## config.mk

```make
export PLATFORM = sky130hd
export DESIGN_NAME = uart_smt
export DESIGN_NICKNAME = d
export VERILOG_FILES = /design/src/core/uart_smt_pkg.sv /design/src/core/uart_smt.sv
export VERILOG_INCLUDE_DIRS = /design/src /design/src/core
export SDC_FILE = /design/constraint.sdc
export NUM_CORES = 1
export LEC_CHECK = 0
export BUFFER_PORTS_ARGS = -buffer_cell sky130_fd_sc_hd__buf_2
export CELL_PAD_IN_SITES_DETAIL_PLACEMENT = 2
export CELL_PAD_IN_SITES_GLOBAL_PLACEMENT = 2
export CORE_AREA = 2 2 197 199
export CTS_CLUSTER_DIAMETER = 80
export DETAILED_ROUTE_END_ITERATION = 12
export DIE_AREA = 0 0 199 201
export HOLD_SLACK_MARGIN = 0.05
export PLACE_DENSITY = 0.88
export RECOVER_POWER = 25
export SYNTH_ARGS = -nofsm -noshare
export SYNTH_HDL_FRONTEND = slang
export SYNTH_SLANG_ARGS = --single-unit
```

## constraint.sdc

```tcl
create_clock -name clk_i -period 3.1 [get_ports clk_i]
set_input_delay 0.62 -clock clk_i [delete_from_list [all_inputs] [get_ports clk_i]]
set_output_delay 0.62 -clock clk_i [all_outputs]
set_load 0.05 [all_outputs]
```

## src/core/uart_smt_consts.svh

```systemverilog
// offsets, field positions, reset values for the uart status block
// assumes byte addresses on a 32-bit avalon-mm slave, one word each
`ifndef UART_SMT_CONSTS_SVH
`define UART_SMT_CONSTS_SVH

// ----------------------------------------------------------------
// register byte offsets
// ----------------------------------------------------------------
`define OFS_RX_DATA      8'h00
`define OFS_TX_DATA      8'h04
`define OFS_TEST         8'h14
`define OFS_MODEM        8'h18
`define OFS_SCRATCH      8'h1c
`define OFS_PRESCALE     8'h20
`define OFS_LINE_CFG     8'h24
`define OFS_LINE_STATUS  8'h28
`define OFS_CAPABILITY   8'h68

// ----------------------------------------------------------------
// field positions
// ----------------------------------------------------------------
`define LSR_DATA_READY   0
`define LSR_OVERRUN      1
`define LSR_PARITY_ERR   2
`define LSR_FRAMING_ERR  3
`define LSR_THR_EMPTY    5
`define LSR_TX_EMPTY     6
`define TST_CRC_FAULT    4
`define TST_CHIP_FAULT   3
`define TST_BAUD_BOOST   2
`define TST_STOP_FAULT   1
`define TST_PARITY_FAULT 0
`define TST_WIDTH        5
`define PSC_WIDTH        5
`define CFG_PARITY_EN    0
`define CFG_EVEN         1
`define CAP_IR_INSIDE    4
`define RXD_FE           9
`define RXD_PE           8

// ----------------------------------------------------------------
// reset values
// ----------------------------------------------------------------
`define RST_BYTE         8'h00
`define RST_TEST         5'h00
`define RST_PSC          5'h00
`define RST_CFG          2'h0
`define RST_MODEM_PREV   4'hf
`define RST_WORD         32'h0000_0000

`endif

```

## src/core/uart_smt_pkg.sv

```systemverilog
// types shared by the uart status block and its bench
// assumes the constants header for all numeric values
package uart_smt_pkg;

  // avalon-mm request bundle from the master
  typedef struct packed {
    logic        read;
    logic        write;
    logic [7:0]  address;
    logic [31:0] writedata;
    logic [3:0]  byteenable;
  } avmm_req_t;

  // active-low modem inputs, order matches status bits 7..4
  typedef struct packed {
    logic ndcd;
    logic nri;
    logic ndsr;
    logic ncts;
  } modem_in_t;

  // one receive queue entry with its queued error flags
  typedef struct packed {
    logic       fe;
    logic       pe;
    logic [7:0] data;
  } rx_entry_t;

  typedef enum logic [2:0] {
    RX_IDLE, RX_START, RX_DATA, RX_PAR, RX_STOP, RX_RESYNC
  } rx_state_t;

  typedef enum logic [2:0] {
    TX_IDLE, TX_START, TX_DATA, TX_PAR, TX_STOP
  } tx_state_t;

endpackage

```

## src/core/uart_smt.sv

```systemverilog
// uart receive/transmit core with status, modem, test and id registers
// assumes avalon-mm master on clk_i, modem and serial inputs synchronous
//
// Register access over Avalon-MM was decided locally.
`timescale 1ns/1ps
`include "uart_smt_consts.svh"

module uart_smt
  import uart_smt_pkg::*;
#(
  parameter int          DEPTH      = 16,   // receive queue depth
  parameter int          BIT_CYCLES = 1736, // clk cycles per serial bit
  parameter logic        IR_INSIDE  = 1'b1  // infrared function present
) (
  input  wire logic        clk_i,          // 200 mhz clock
  input  wire logic        sys_rst_i,      // sync reset, active high
  input  wire avmm_req_t   bus_req_i,      // avalon-mm request
  output logic [31:0]      readdata_o,     // avalon-mm read data
  output logic             waitrequest_o,  // avalon-mm wait
  input  wire logic        sin_i,          // serial receive line
  output logic             sout_o,         // serial transmit line
  input  wire modem_in_t   modem_i,        // active-low modem inputs
  output logic             crc_fault_o,    // to fast ir tx: bad crc
  output logic             chip_fault_o,   // to fast ir tx: bad chips
  output logic             baud_boost_o,   // to baud gen: toggle boost
  output logic [4:0]       prescale_o      // fractional prescale value
);

  localparam int AW = $clog2(DEPTH);

  // ----------------------------------------------------------------
  // state
  // ----------------------------------------------------------------
  typedef struct packed {
    logic                    ack;
    logic [31:0]             rdata;
    logic [`TST_WIDTH-1:0]   test;
    logic [7:0]              scratch;
    logic [`PSC_WIDTH-1:0]   presc;
    logic [1:0]              cfg;
    logic                    oe;
    logic                    pe;
    logic                    fe;
    logic [3:0]              delta;
    logic [3:0]              modem_prev;
    rx_state_t               rx_st;
    logic [15:0]             rx_cnt;
    logic [2:0]              rx_bit;
    logic [7:0]              rx_sh;
    logic                    rx_perr;
    logic                    rx_prev;
    logic [AW:0]             wptr;
    logic [AW:0]             rptr;
    rx_entry_t [DEPTH-1:0]   mem;
    tx_state_t               tx_st;
    logic [15:0]             tx_cnt;
    logic [2:0]              tx_bit;
    logic [7:0]              tx_sh;
    logic                    tx_par;
    logic                    tx_line;
    logic [7:0]              thr;
    logic                    thr_full;
  } state_t;

  state_t q;
  state_t d;

  localparam logic [15:0] BIT_LAST = 16'(BIT_CYCLES - 1);
  localparam logic [15:0] BIT_HALF = 16'(BIT_CYCLES / 2);

  // ----------------------------------------------------------------
  // helpers
  // ----------------------------------------------------------------
  // parity bit to send or expect for a data byte
  function automatic logic parity_of(input logic [7:0] data, input logic even);
    parity_of = even ? (^data) : ~(^data);
  endfunction

  // one-hot queue depth code
  function automatic logic [3:0] depth_code(input int depth);
    if (depth >= 128) begin
      depth_code = 4'b1000;
    end else if (depth >= 64) begin
      depth_code = 4'b0100;
    end else if (depth >= 32) begin
      depth_code = 4'b0010;
    end else begin
      depth_code = 4'b0001;
    end
  endfunction

  logic        req;
  logic        capture;
  logic        accept;
  logic        q_empty;
  logic        q_full;
  logic        rx_tick;
  logic        rx_done;
  logic        push;
  rx_entry_t   head;
  logic [7:0]  lsr_val;
  logic [7:0]  msr_val;
  logic [7:0]  cap_val;
  logic [3:0]  modem_chg;
  logic [31:0] rd_val;
  logic        wr_low;

  assign req      = bus_req_i.read | bus_req_i.write;
  assign capture  = req & ~q.ack;
  assign accept   = req & q.ack;
  assign wr_low   = accept & bus_req_i.write & bus_req_i.byteenable[0];
  assign q_empty  = (q.wptr == q.rptr);
  assign q_full   = (q.wptr[AW] != q.rptr[AW]) && (q.wptr[AW-1:0] == q.rptr[AW-1:0]);
  assign head     = q.mem[q.rptr[AW-1:0]];
  assign rx_tick  = (q.rx_cnt == 16'h0000);
  assign rx_done  = rx_tick & (q.rx_st == RX_STOP);
  assign push     = rx_done & ~q_full;

  assign lsr_val = {1'b0,
                    ~q.thr_full & (q.tx_st == TX_IDLE),
                    ~q.thr_full,
                    1'b0,
                    q.fe, q.pe, q.oe, ~q_empty};

  assign msr_val = {~modem_i, q.delta};

  assign cap_val = {3'b000, IR_INSIDE, depth_code(DEPTH)};

  assign modem_chg = {modem_i.ndcd ^ q.modem_prev[3],
                      modem_i.nri & ~q.modem_prev[2],
                      modem_i.ndsr ^ q.modem_prev[1],
                      modem_i.ncts ^ q.modem_prev[0]};

  // ----------------------------------------------------------------
  // read decode
  // ----------------------------------------------------------------
  always_comb begin
    rd_val = `RST_WORD;
    if (bus_req_i.address == `OFS_RX_DATA) begin
      rd_val = {22'h00_0000, head.fe, head.pe, head.data};
    end else if (bus_req_i.address == `OFS_LINE_STATUS) begin
      rd_val = {24'h00_0000, lsr_val};
    end else if (bus_req_i.address == `OFS_MODEM) begin
      rd_val = {24'h00_0000, msr_val};
    end else if (bus_req_i.address == `OFS_SCRATCH) begin
      rd_val = {24'h00_0000, q.scratch};
    end else if (bus_req_i.address == `OFS_PRESCALE) begin
      rd_val = {27'h000_0000, q.presc};
    end else if (bus_req_i.address == `OFS_LINE_CFG) begin
      rd_val = {30'h0000_0000, q.cfg};
    end else if (bus_req_i.address == `OFS_CAPABILITY) begin
      rd_val = {24'h00_0000, cap_val};
    end
  end

  // ----------------------------------------------------------------
  // next state
  // ----------------------------------------------------------------
  always_comb begin
    d = q;

    // bus: one wait cycle, read data captured then, effects at accept
    d.ack = capture;
    if (capture && bus_req_i.read) begin
      d.rdata = rd_val;
    end
    if (wr_low && bus_req_i.address == `OFS_TEST) begin
      d.test = bus_req_i.writedata[`TST_WIDTH-1:0];
    end
    if (wr_low && bus_req_i.address == `OFS_SCRATCH) begin
      d.scratch = bus_req_i.writedata[7:0];
    end
    if (wr_low && bus_req_i.address == `OFS_PRESCALE) begin
      d.presc = bus_req_i.writedata[`PSC_WIDTH-1:0];
    end
    if (wr_low && bus_req_i.address == `OFS_LINE_CFG) begin
      d.cfg = bus_req_i.writedata[1:0];
    end

    // clear only what the reader saw; new events set below
    if (accept && bus_req_i.read && bus_req_i.address == `OFS_LINE_STATUS) begin
      d.fe = q.fe & ~q.rdata[`LSR_FRAMING_ERR];
      d.pe = q.pe & ~q.rdata[`LSR_PARITY_ERR];
      d.oe = q.oe & ~q.rdata[`LSR_OVERRUN];
    end
    // clear seen change flags, later changes survive
    if (accept && bus_req_i.read && bus_req_i.address == `OFS_MODEM) begin
      d.delta = q.delta & ~q.rdata[3:0];
    end
    d.delta = d.delta | modem_chg;
    d.modem_prev = modem_i;

    if (accept && bus_req_i.read && bus_req_i.address == `OFS_RX_DATA && !q_empty) begin
      d.rptr = q.rptr + 1'b1;
    end

    // ---------------- receiver ----------------
    d.rx_prev = sin_i;
    if (!rx_tick) begin
      d.rx_cnt = q.rx_cnt - 1'b1;
    end
    case (q.rx_st)
      RX_IDLE: begin
        if (!sin_i && q.rx_prev) begin
          d.rx_st  = RX_START;
          d.rx_cnt = BIT_HALF;
        end
      end
      RX_RESYNC: begin
        // a zero here is taken as a new start bit
        if (!sin_i) begin
          d.rx_st  = RX_START;
          d.rx_cnt = BIT_HALF;
        end else begin
          d.rx_st = RX_IDLE;
        end
      end
      RX_START: begin
        if (rx_tick) begin
          d.rx_st   = sin_i ? RX_IDLE : RX_DATA;
          d.rx_cnt  = BIT_LAST;
          d.rx_bit  = 3'd0;
          d.rx_perr = 1'b0;
        end
      end
      RX_DATA: begin
        if (rx_tick) begin
          d.rx_sh  = {sin_i, q.rx_sh[7:1]};
          d.rx_bit = q.rx_bit + 1'b1;
          d.rx_cnt = BIT_LAST;
          if (q.rx_bit == 3'd7) begin
            d.rx_st = q.cfg[`CFG_PARITY_EN] ? RX_PAR : RX_STOP;
          end
        end
      end
      RX_PAR: begin
        if (rx_tick) begin
          d.rx_perr = (sin_i != parity_of(q.rx_sh, q.cfg[`CFG_EVEN]));
          d.rx_cnt  = BIT_LAST;
          d.rx_st   = RX_STOP;
        end
      end
      RX_STOP: begin
        if (rx_tick) begin
          // framing error leads to resync check
          d.rx_st = sin_i ? RX_IDLE : RX_RESYNC;
        end
      end
      default: d.rx_st = RX_IDLE;
    endcase

    if (push) begin
      d.mem[q.wptr[AW-1:0]] = '{fe: ~sin_i, pe: q.rx_perr, data: q.rx_sh};
      d.wptr = q.wptr + 1'b1;
      d.fe   = d.fe | ~sin_i;
      d.pe   = d.pe | q.rx_perr;
    end
    // overrun when queue full at completion
    if (rx_done && q_full) begin
      d.oe = 1'b1;
    end

    // ---------------- transmitter ----------------
    if (wr_low && bus_req_i.address == `OFS_TX_DATA && !q.thr_full) begin
      d.thr      = bus_req_i.writedata[7:0];
      d.thr_full = 1'b1;
    end
    if (q.tx_cnt != 16'h0000) begin
      d.tx_cnt = q.tx_cnt - 1'b1;
    end
    case (q.tx_st)
      TX_IDLE: begin
        if (q.thr_full) begin
          d.thr_full = 1'b0;
          d.tx_sh    = q.thr;
          d.tx_par   = parity_of(q.thr, q.cfg[`CFG_EVEN]);
          d.tx_line  = 1'b0;
          d.tx_cnt   = BIT_LAST;
          d.tx_st    = TX_START;
        end
      end
      TX_START: begin
        if (q.tx_cnt == 16'h0000) begin
          d.tx_line = q.tx_sh[0];
          d.tx_bit  = 3'd0;
          d.tx_cnt  = BIT_LAST;
          d.tx_st   = TX_DATA;
        end
      end
      TX_DATA: begin
        if (q.tx_cnt == 16'h0000) begin
          d.tx_cnt = BIT_LAST;
          d.tx_bit = q.tx_bit + 1'b1;
          d.tx_sh  = {1'b0, q.tx_sh[7:1]};
          if (q.tx_bit != 3'd7) begin
            d.tx_line = q.tx_sh[1];
          end else if (q.cfg[`CFG_PARITY_EN]) begin
            d.tx_line = q.tx_par ^ q.test[`TST_PARITY_FAULT];
            d.tx_st   = TX_PAR;
          end else begin
            d.tx_line = ~q.test[`TST_STOP_FAULT];
            d.tx_st   = TX_STOP;
          end
        end
      end
      TX_PAR: begin
        if (q.tx_cnt == 16'h0000) begin
          d.tx_line = ~q.test[`TST_STOP_FAULT];
          d.tx_cnt  = BIT_LAST;
          d.tx_st   = TX_STOP;
        end
      end
      TX_STOP: begin
        if (q.tx_cnt == 16'h0000) begin
          d.tx_line = 1'b1;
          d.tx_st   = TX_IDLE;
        end
      end
      default: d.tx_st = TX_IDLE;
    endcase
  end

  // ----------------------------------------------------------------
  // registers
  // ----------------------------------------------------------------
  always_ff @(posedge clk_i) begin
    if (sys_rst_i) begin
      q            <= '0;
      q.rdata      <= `RST_WORD;
      q.test       <= `RST_TEST;
      q.scratch    <= `RST_BYTE;
      q.presc      <= `RST_PSC;
      q.cfg        <= `RST_CFG;
      q.modem_prev <= `RST_MODEM_PREV;
      q.rx_st      <= RX_IDLE;
      q.rx_prev    <= 1'b1;
      q.tx_st      <= TX_IDLE;
      q.tx_line    <= 1'b1;
    end else begin
      q <= d;
    end
  end

  // ----------------------------------------------------------------
  // outputs
  // ----------------------------------------------------------------
  assign readdata_o    = q.rdata;
  assign waitrequest_o = capture;
  assign sout_o        = q.tx_line;
  assign crc_fault_o   = q.test[`TST_CRC_FAULT];
  assign chip_fault_o  = q.test[`TST_CHIP_FAULT];
  assign baud_boost_o  = q.test[`TST_BAUD_BOOST];
  assign prescale_o    = q.presc;
endmodule

```

* Yosys cells after proc, flatten, opt, wreduce, memory -nomap -nowiden *
Index checks and enable logic that the tools add are counted.

storage, ports and cells
  register bits = 307
  input bits = 53
  output and inout bits = 42
  word-level logic and storage cells = 253

cells by class
  add/subtract/negate cells = 6
  magnitude comparators = 3
  equal/unequal tests = 35
  mux-type cells = 58
  bitwise logic cells = 34
  reduce and logical (&&, ||, !) cells = 42

operators with widths
  kind                     number
  $bwmux W160              1
  $pmux W16 S5             1
  $mux W19                 4
  $pmux W16 S4             1
  $mux W30                 2
  $mux W16                 3
  $mux W22                 2
  $bmux W10 S4             1
  $demux W10 S4            1
  $mux W10                 4
  $logic_not A16 Y1        2
  $sub A16 B1 Y16 const B  2
  $eq A8 B5 Y1 const B     3
  $eq A8 B6 Y1 const B     3
  $mux W8                  3
  $ne A2 B2 Y1 const B     12
  $mux W3                  7
  $pmux W3 S6              1
  $reduce_and A6 Y1        3
  $logic_and A1 B1 Y1      16
  $pmux W8 S2              1
  $reduce_bool A16 Y1      1
  $reduce_xor A8 Y1        2
  $mux W1                  15
  other kinds (34)         87

* Logic depth before layout (Yosys ltp) *
  depth in word-level cells = 9
  gate-level depth with buffers = 11
  mapped depth without buffers = 10

* Worst setup path after synthesis *
OpenSTA, ideal clock, no wires.

  kind = input to register
  from = input bus_req_i[40] (netlist name)
  to = register q[205] (netlist name)
  setup time = 70 ps
  arrival = 2181 ps
  required time = 3030 ps
  setup slack = 848 ps
  stages on the path = 5
  buffers on the path = 0
  cells stage by stage = or4_1 nor4_2 o21ai_1 or4_1 a21oi_1

between the ends
  cells in the longest elaborated chain, start to end = 3

RTL lines
  what                           RTL line         RTL
  start: declaration             uart_smt.sv:17   input wire avmm_req_t bus_req_i,
  $logic_not A8 Y1 (no line)     n/a
  $logic_and A1 B1 Y1 (no line)  n/a
  $logic_and A1 B1 Y1            uart_smt.sv:193  if (accept && bus_req_i.read && bus_req_i.address == `OFS_RX_DATA && !q_empty) begin
  end: declaration               uart_smt.sv:65   state_t q;

Every way passes these cells.
A chain may end at the register's enable or synchronous reset.

* Final worst setup path *
  from = input sys_rst_i
  to = register q[200] (netlist name)

RTL lines
  what                RTL line        RTL
  start: declaration  uart_smt.sv:16  input wire logic sys_rst_i,

No word-level cell between the ends.

==> results.md <==
- Vias: 13600
- Fin crit period: 2.87 ns
- Ys async rst share: 0%
- Setup violators final: 0
- Final Skew: 0.0241 ns
- GRT met3 Usage: 4.91%
- DP Wirelength: 34.2 mm
- Hold path start: modem_i[2]
- Hold Path Sink: q[245]
- Wirelength per Cell: 27.1 µm
- Final Power: 9970 µW
- DRC viols: 0
- Cell Rows: 72
- First-pass GRT wire length: 90.8 mm
- Setup Fix Bufs, Post-CTS: 0
- Clk pin slew, worst setup/hold paths: 0.06 ns
- Endpoint of the worst register-to-register path: q[200]
- CTS resizes: 0
- Violated checks: capacitance limit, slew limit
- Post-placement cell area: 14800 µm²
- Final hold vios: 0
- CTS tree: done
- Synth Cell Area: 14300 µm²
- Sequential share of power: 40.7%
- Vias in the first global route: 15300
- Placer Congestion: 0.816
- Net Sw Power: 3010 µW
- Unrepaired setup endpoints after global routing: no
- Layout net count: 1686
- Synthesis-to-layout area growth: 11.4%
- Max transition margin: -18.3%
- Setup_tns: 0 ns
- Worst R2R Setup Slack: 0.24 ns
- CP Launch Type: primary input
- I/O pin cnt: 95
- Avg Cell Area, Syn: 8.57 µm²
- Total CTS buffers: 34
- Number of port buffers: 45
- Worst-Margin Slew: 1.77 ns
- Initial DRC count: 965
- Initial antenna violation count: 1
- Clk buf depth: 3
- Critical path class: primary input to register
- Synth area leaders: dfxtp_1 (40%), a21oi_1 (7.9%), o21ai_0 (6.6%)
- Synth area leader: dfxtp_1
- Reg-to-reg startpoint: q[224]
- Slew Limit Fails: 71
- CTS root buf: clkbuf_16
- H-tree depth: 2
- Number of synthesized flops with an enable pin: 0
- Met1 global-route usage: 34.3%
- Hold Path Stages: 2
- GR Util All Layers: 29.3%
- Reg2reg path depth: 8
- Clock power frac: 43.0%
- Pre-antenna DRT Iters: 6
- Antenna Nets Post-Route: 0
- Ys flop type: dfxtp_1
- Synth Instances: 1668
- Worst-path maximum fanout: 70
- Crit path DAT: 3.23 ns
- Leakage: 0.00510 µW
- Starting density of the core: 37.5%
- CORE AREA: 38100 µm²
- Critical Path RT: 3.46 ns
- Final period utilization: 92.7%
- Register bit total from synthesis: 285
- Met2 GRT Util: 51.1%
- Die Y: 201 µm
- Comb power frac: 16.3%
- Overflow after GRT: 0
- Top-area cell type share of the netlist area: 39.9%
- Drt via density: 6.30
- Die X-Extent: 199 µm
- Maxcap violations: 1
- Largest net degree at the start of global routing: 181
- Synth warn: 0
- Max rail drop VDD: 0.000419 V
- CTS Hold Buffers Added: 0
- Die ar.: 40000 µm²
- P per Cell Area: 626 nW/µm²
- Switching Fraction: 30.3%
- Worst-Skew Late Latency: 0.56 ns
- Pint: 6950 µW
- F_max: 348 MHz
- Share of cells above drive strength 1: 12.9%
- Critical Path Sink Type: register
- Distinct cells, synth: 74
- Gr busiest metal: met2
- Hold crit path type: primary input to register
- CTS Sinks: 285
- Post-route cell area: 15900 µm²
- Status: complete, but fails checks
- Register area share after synthesis: 39.9%
- Routed WL: 58.5 mm
-- cells in the mapped netlist (4+ instances only) --
| cell type | count |
|---|---|
| xnor2_1 | 34 |
| or4_1 | 11 |
| buf_4 | 45 |
| dfxtp_1 | 285 |
| o21ai_0 | 188 |
| a211oi_1 | 12 |
| nand4_1 | 137 |
| nor4_1 | 7 |
| a311oi_1 | 5 |
| o22ai_1 | 5 |
| inv_1 | 27 |
| ha_1 | 13 |
| xor2_1 | 12 |
| o211ai_1 | 10 |
| nand2b_1 | 10 |
| clkbuf_1 | 137 |
| nor4b_1 | 4 |
| buf_1 | 4 |
| mux2_2 | 5 |
| buf_2 | 22 |
| or2_2 | 8 |
| a21oi_1 | 226 |
| nand3_1 | 51 |
| nor2_1 | 96 |
| a22oi_1 | 13 |
| nand2_1 | 68 |
| and3_1 | 4 |
| nor2b_1 | 10 |
| nor3_1 | 26 |
| mux2i_1 | 36 |
| nor3b_1 | 5 |
| a31oi_1 | 11 |
| mux4_2 | 41 |
| o31ai_1 | 4 |
| or3_1 | 29 |
-- stage by stage --
stage          hold slack, ns  worst slack, ns  cells  util [%]
3_3_place_gp            0.442            0.413   2102      38.8
5_1_grt                 0.338           0.0862   2163      41.8
6_report                0.331            0.226   2164      41.8
3_5_place_dp            0.453            0.330   2102      38.8
2_1_floorplan           0.432            0.848   1689         -
4_1_cts                 0.321            0.295   2163      41.9
-- layout by cell type (no fill, tap or decap), types with 29 or more instances in the layout --
| master | n |
|---|---|
| nand3_1 | 51 |
| clkbuf_1 | 30 |
| xnor2_1 | 34 |
| dfxtp_1 | 283 |
| nor2_1 | 95 |
| or3_1 | 29 |
| o21ai_0 | 188 |
| buf_4 | 51 |
| mux2i_1 | 36 |
| mux4_2 | 41 |
| clkbuf_16 | 37 |
| a21oi_1 | 226 |
| nand2_1 | 68 |
| nand4_1 | 137 |
-- power groups by stage --
stage / logic [µW] / clock network, µW / registers, µW
final: 1630 / 4290 / 4050
after global routing: 1790 / 4500 / 4080
after CTS: 1630 / 4350 / 4050
after detailed placement: 1570 / 0 / 4130
after global placement: 1460 / 0 / 4100
after floorplan: 1220 / 0 / 4060
-- area by class of cell --
class	count	area (µm²)
antenna	1	2.50
clock buffer	52	1070
clock inverter	9	97.6
fill	4096	22200
inverter	28	105
multi-input combinational	1164	7570
sequential	285	5710
tap	518	648
timing repair buffer	107	711
-- registers in the layout, summed over array words and instances (netlist names) --
register,count
baud_boost_o,1
q,259
sout_o,1
readdata_o,10
chip_fault_o,1
msr_val,4
lsr_val,3
crc_fault_o,1
prescale_o,5
-- layer usage --
metal,part of all wire (%),routed length [µm]
met5,0.022,13
met4,4.7,2750
met3,4.7,2750
met2,50,29500
met1,40,23500
-- worst max-delay path, cell delays in order --
cell and delay [ns]:
clkbuf_2 1.23, buf_2 1.12, a311oi_1 0.17
-- cells by family (layout without fill, tap and decap cells) --
kind of cell | Yosys count | in the layout | share of synthesized area [%]
flops | 285 | 285 | 39.9
compound gates | 505 | 505 | 19.5
other cells | 1 | 23 | 0.0262
mux | 82 | 82 | 9.38
fa+ha+maj | 13 | 13 | 1.14
buf+inv | 240 | 196 | 7.84
xor+xnor | 47 | 47 | 2.98
simple gates | 495 | 495 | 19.2
-- worst max-delay path by stage --
stage | from | endpoint | slack (ns) | cells past startpoint
6_report | sys_rst_i | q[200] | 0.23 | 3
3_3_place_gp | bus_req_i[40] | q[205] | 0.41 | 6
3_5_place_dp | bus_req_i[40] | q[205] | 0.33 | 6
5_1_grt | sys_rst_i | q[200] | 0.09 | 3
2_1_floorplan | bus_req_i[40] | q[205] | 0.85 | 5
4_1_cts | q[224] | q[200] | 0.29 | 8
Power figures use the tool's default switching activity.
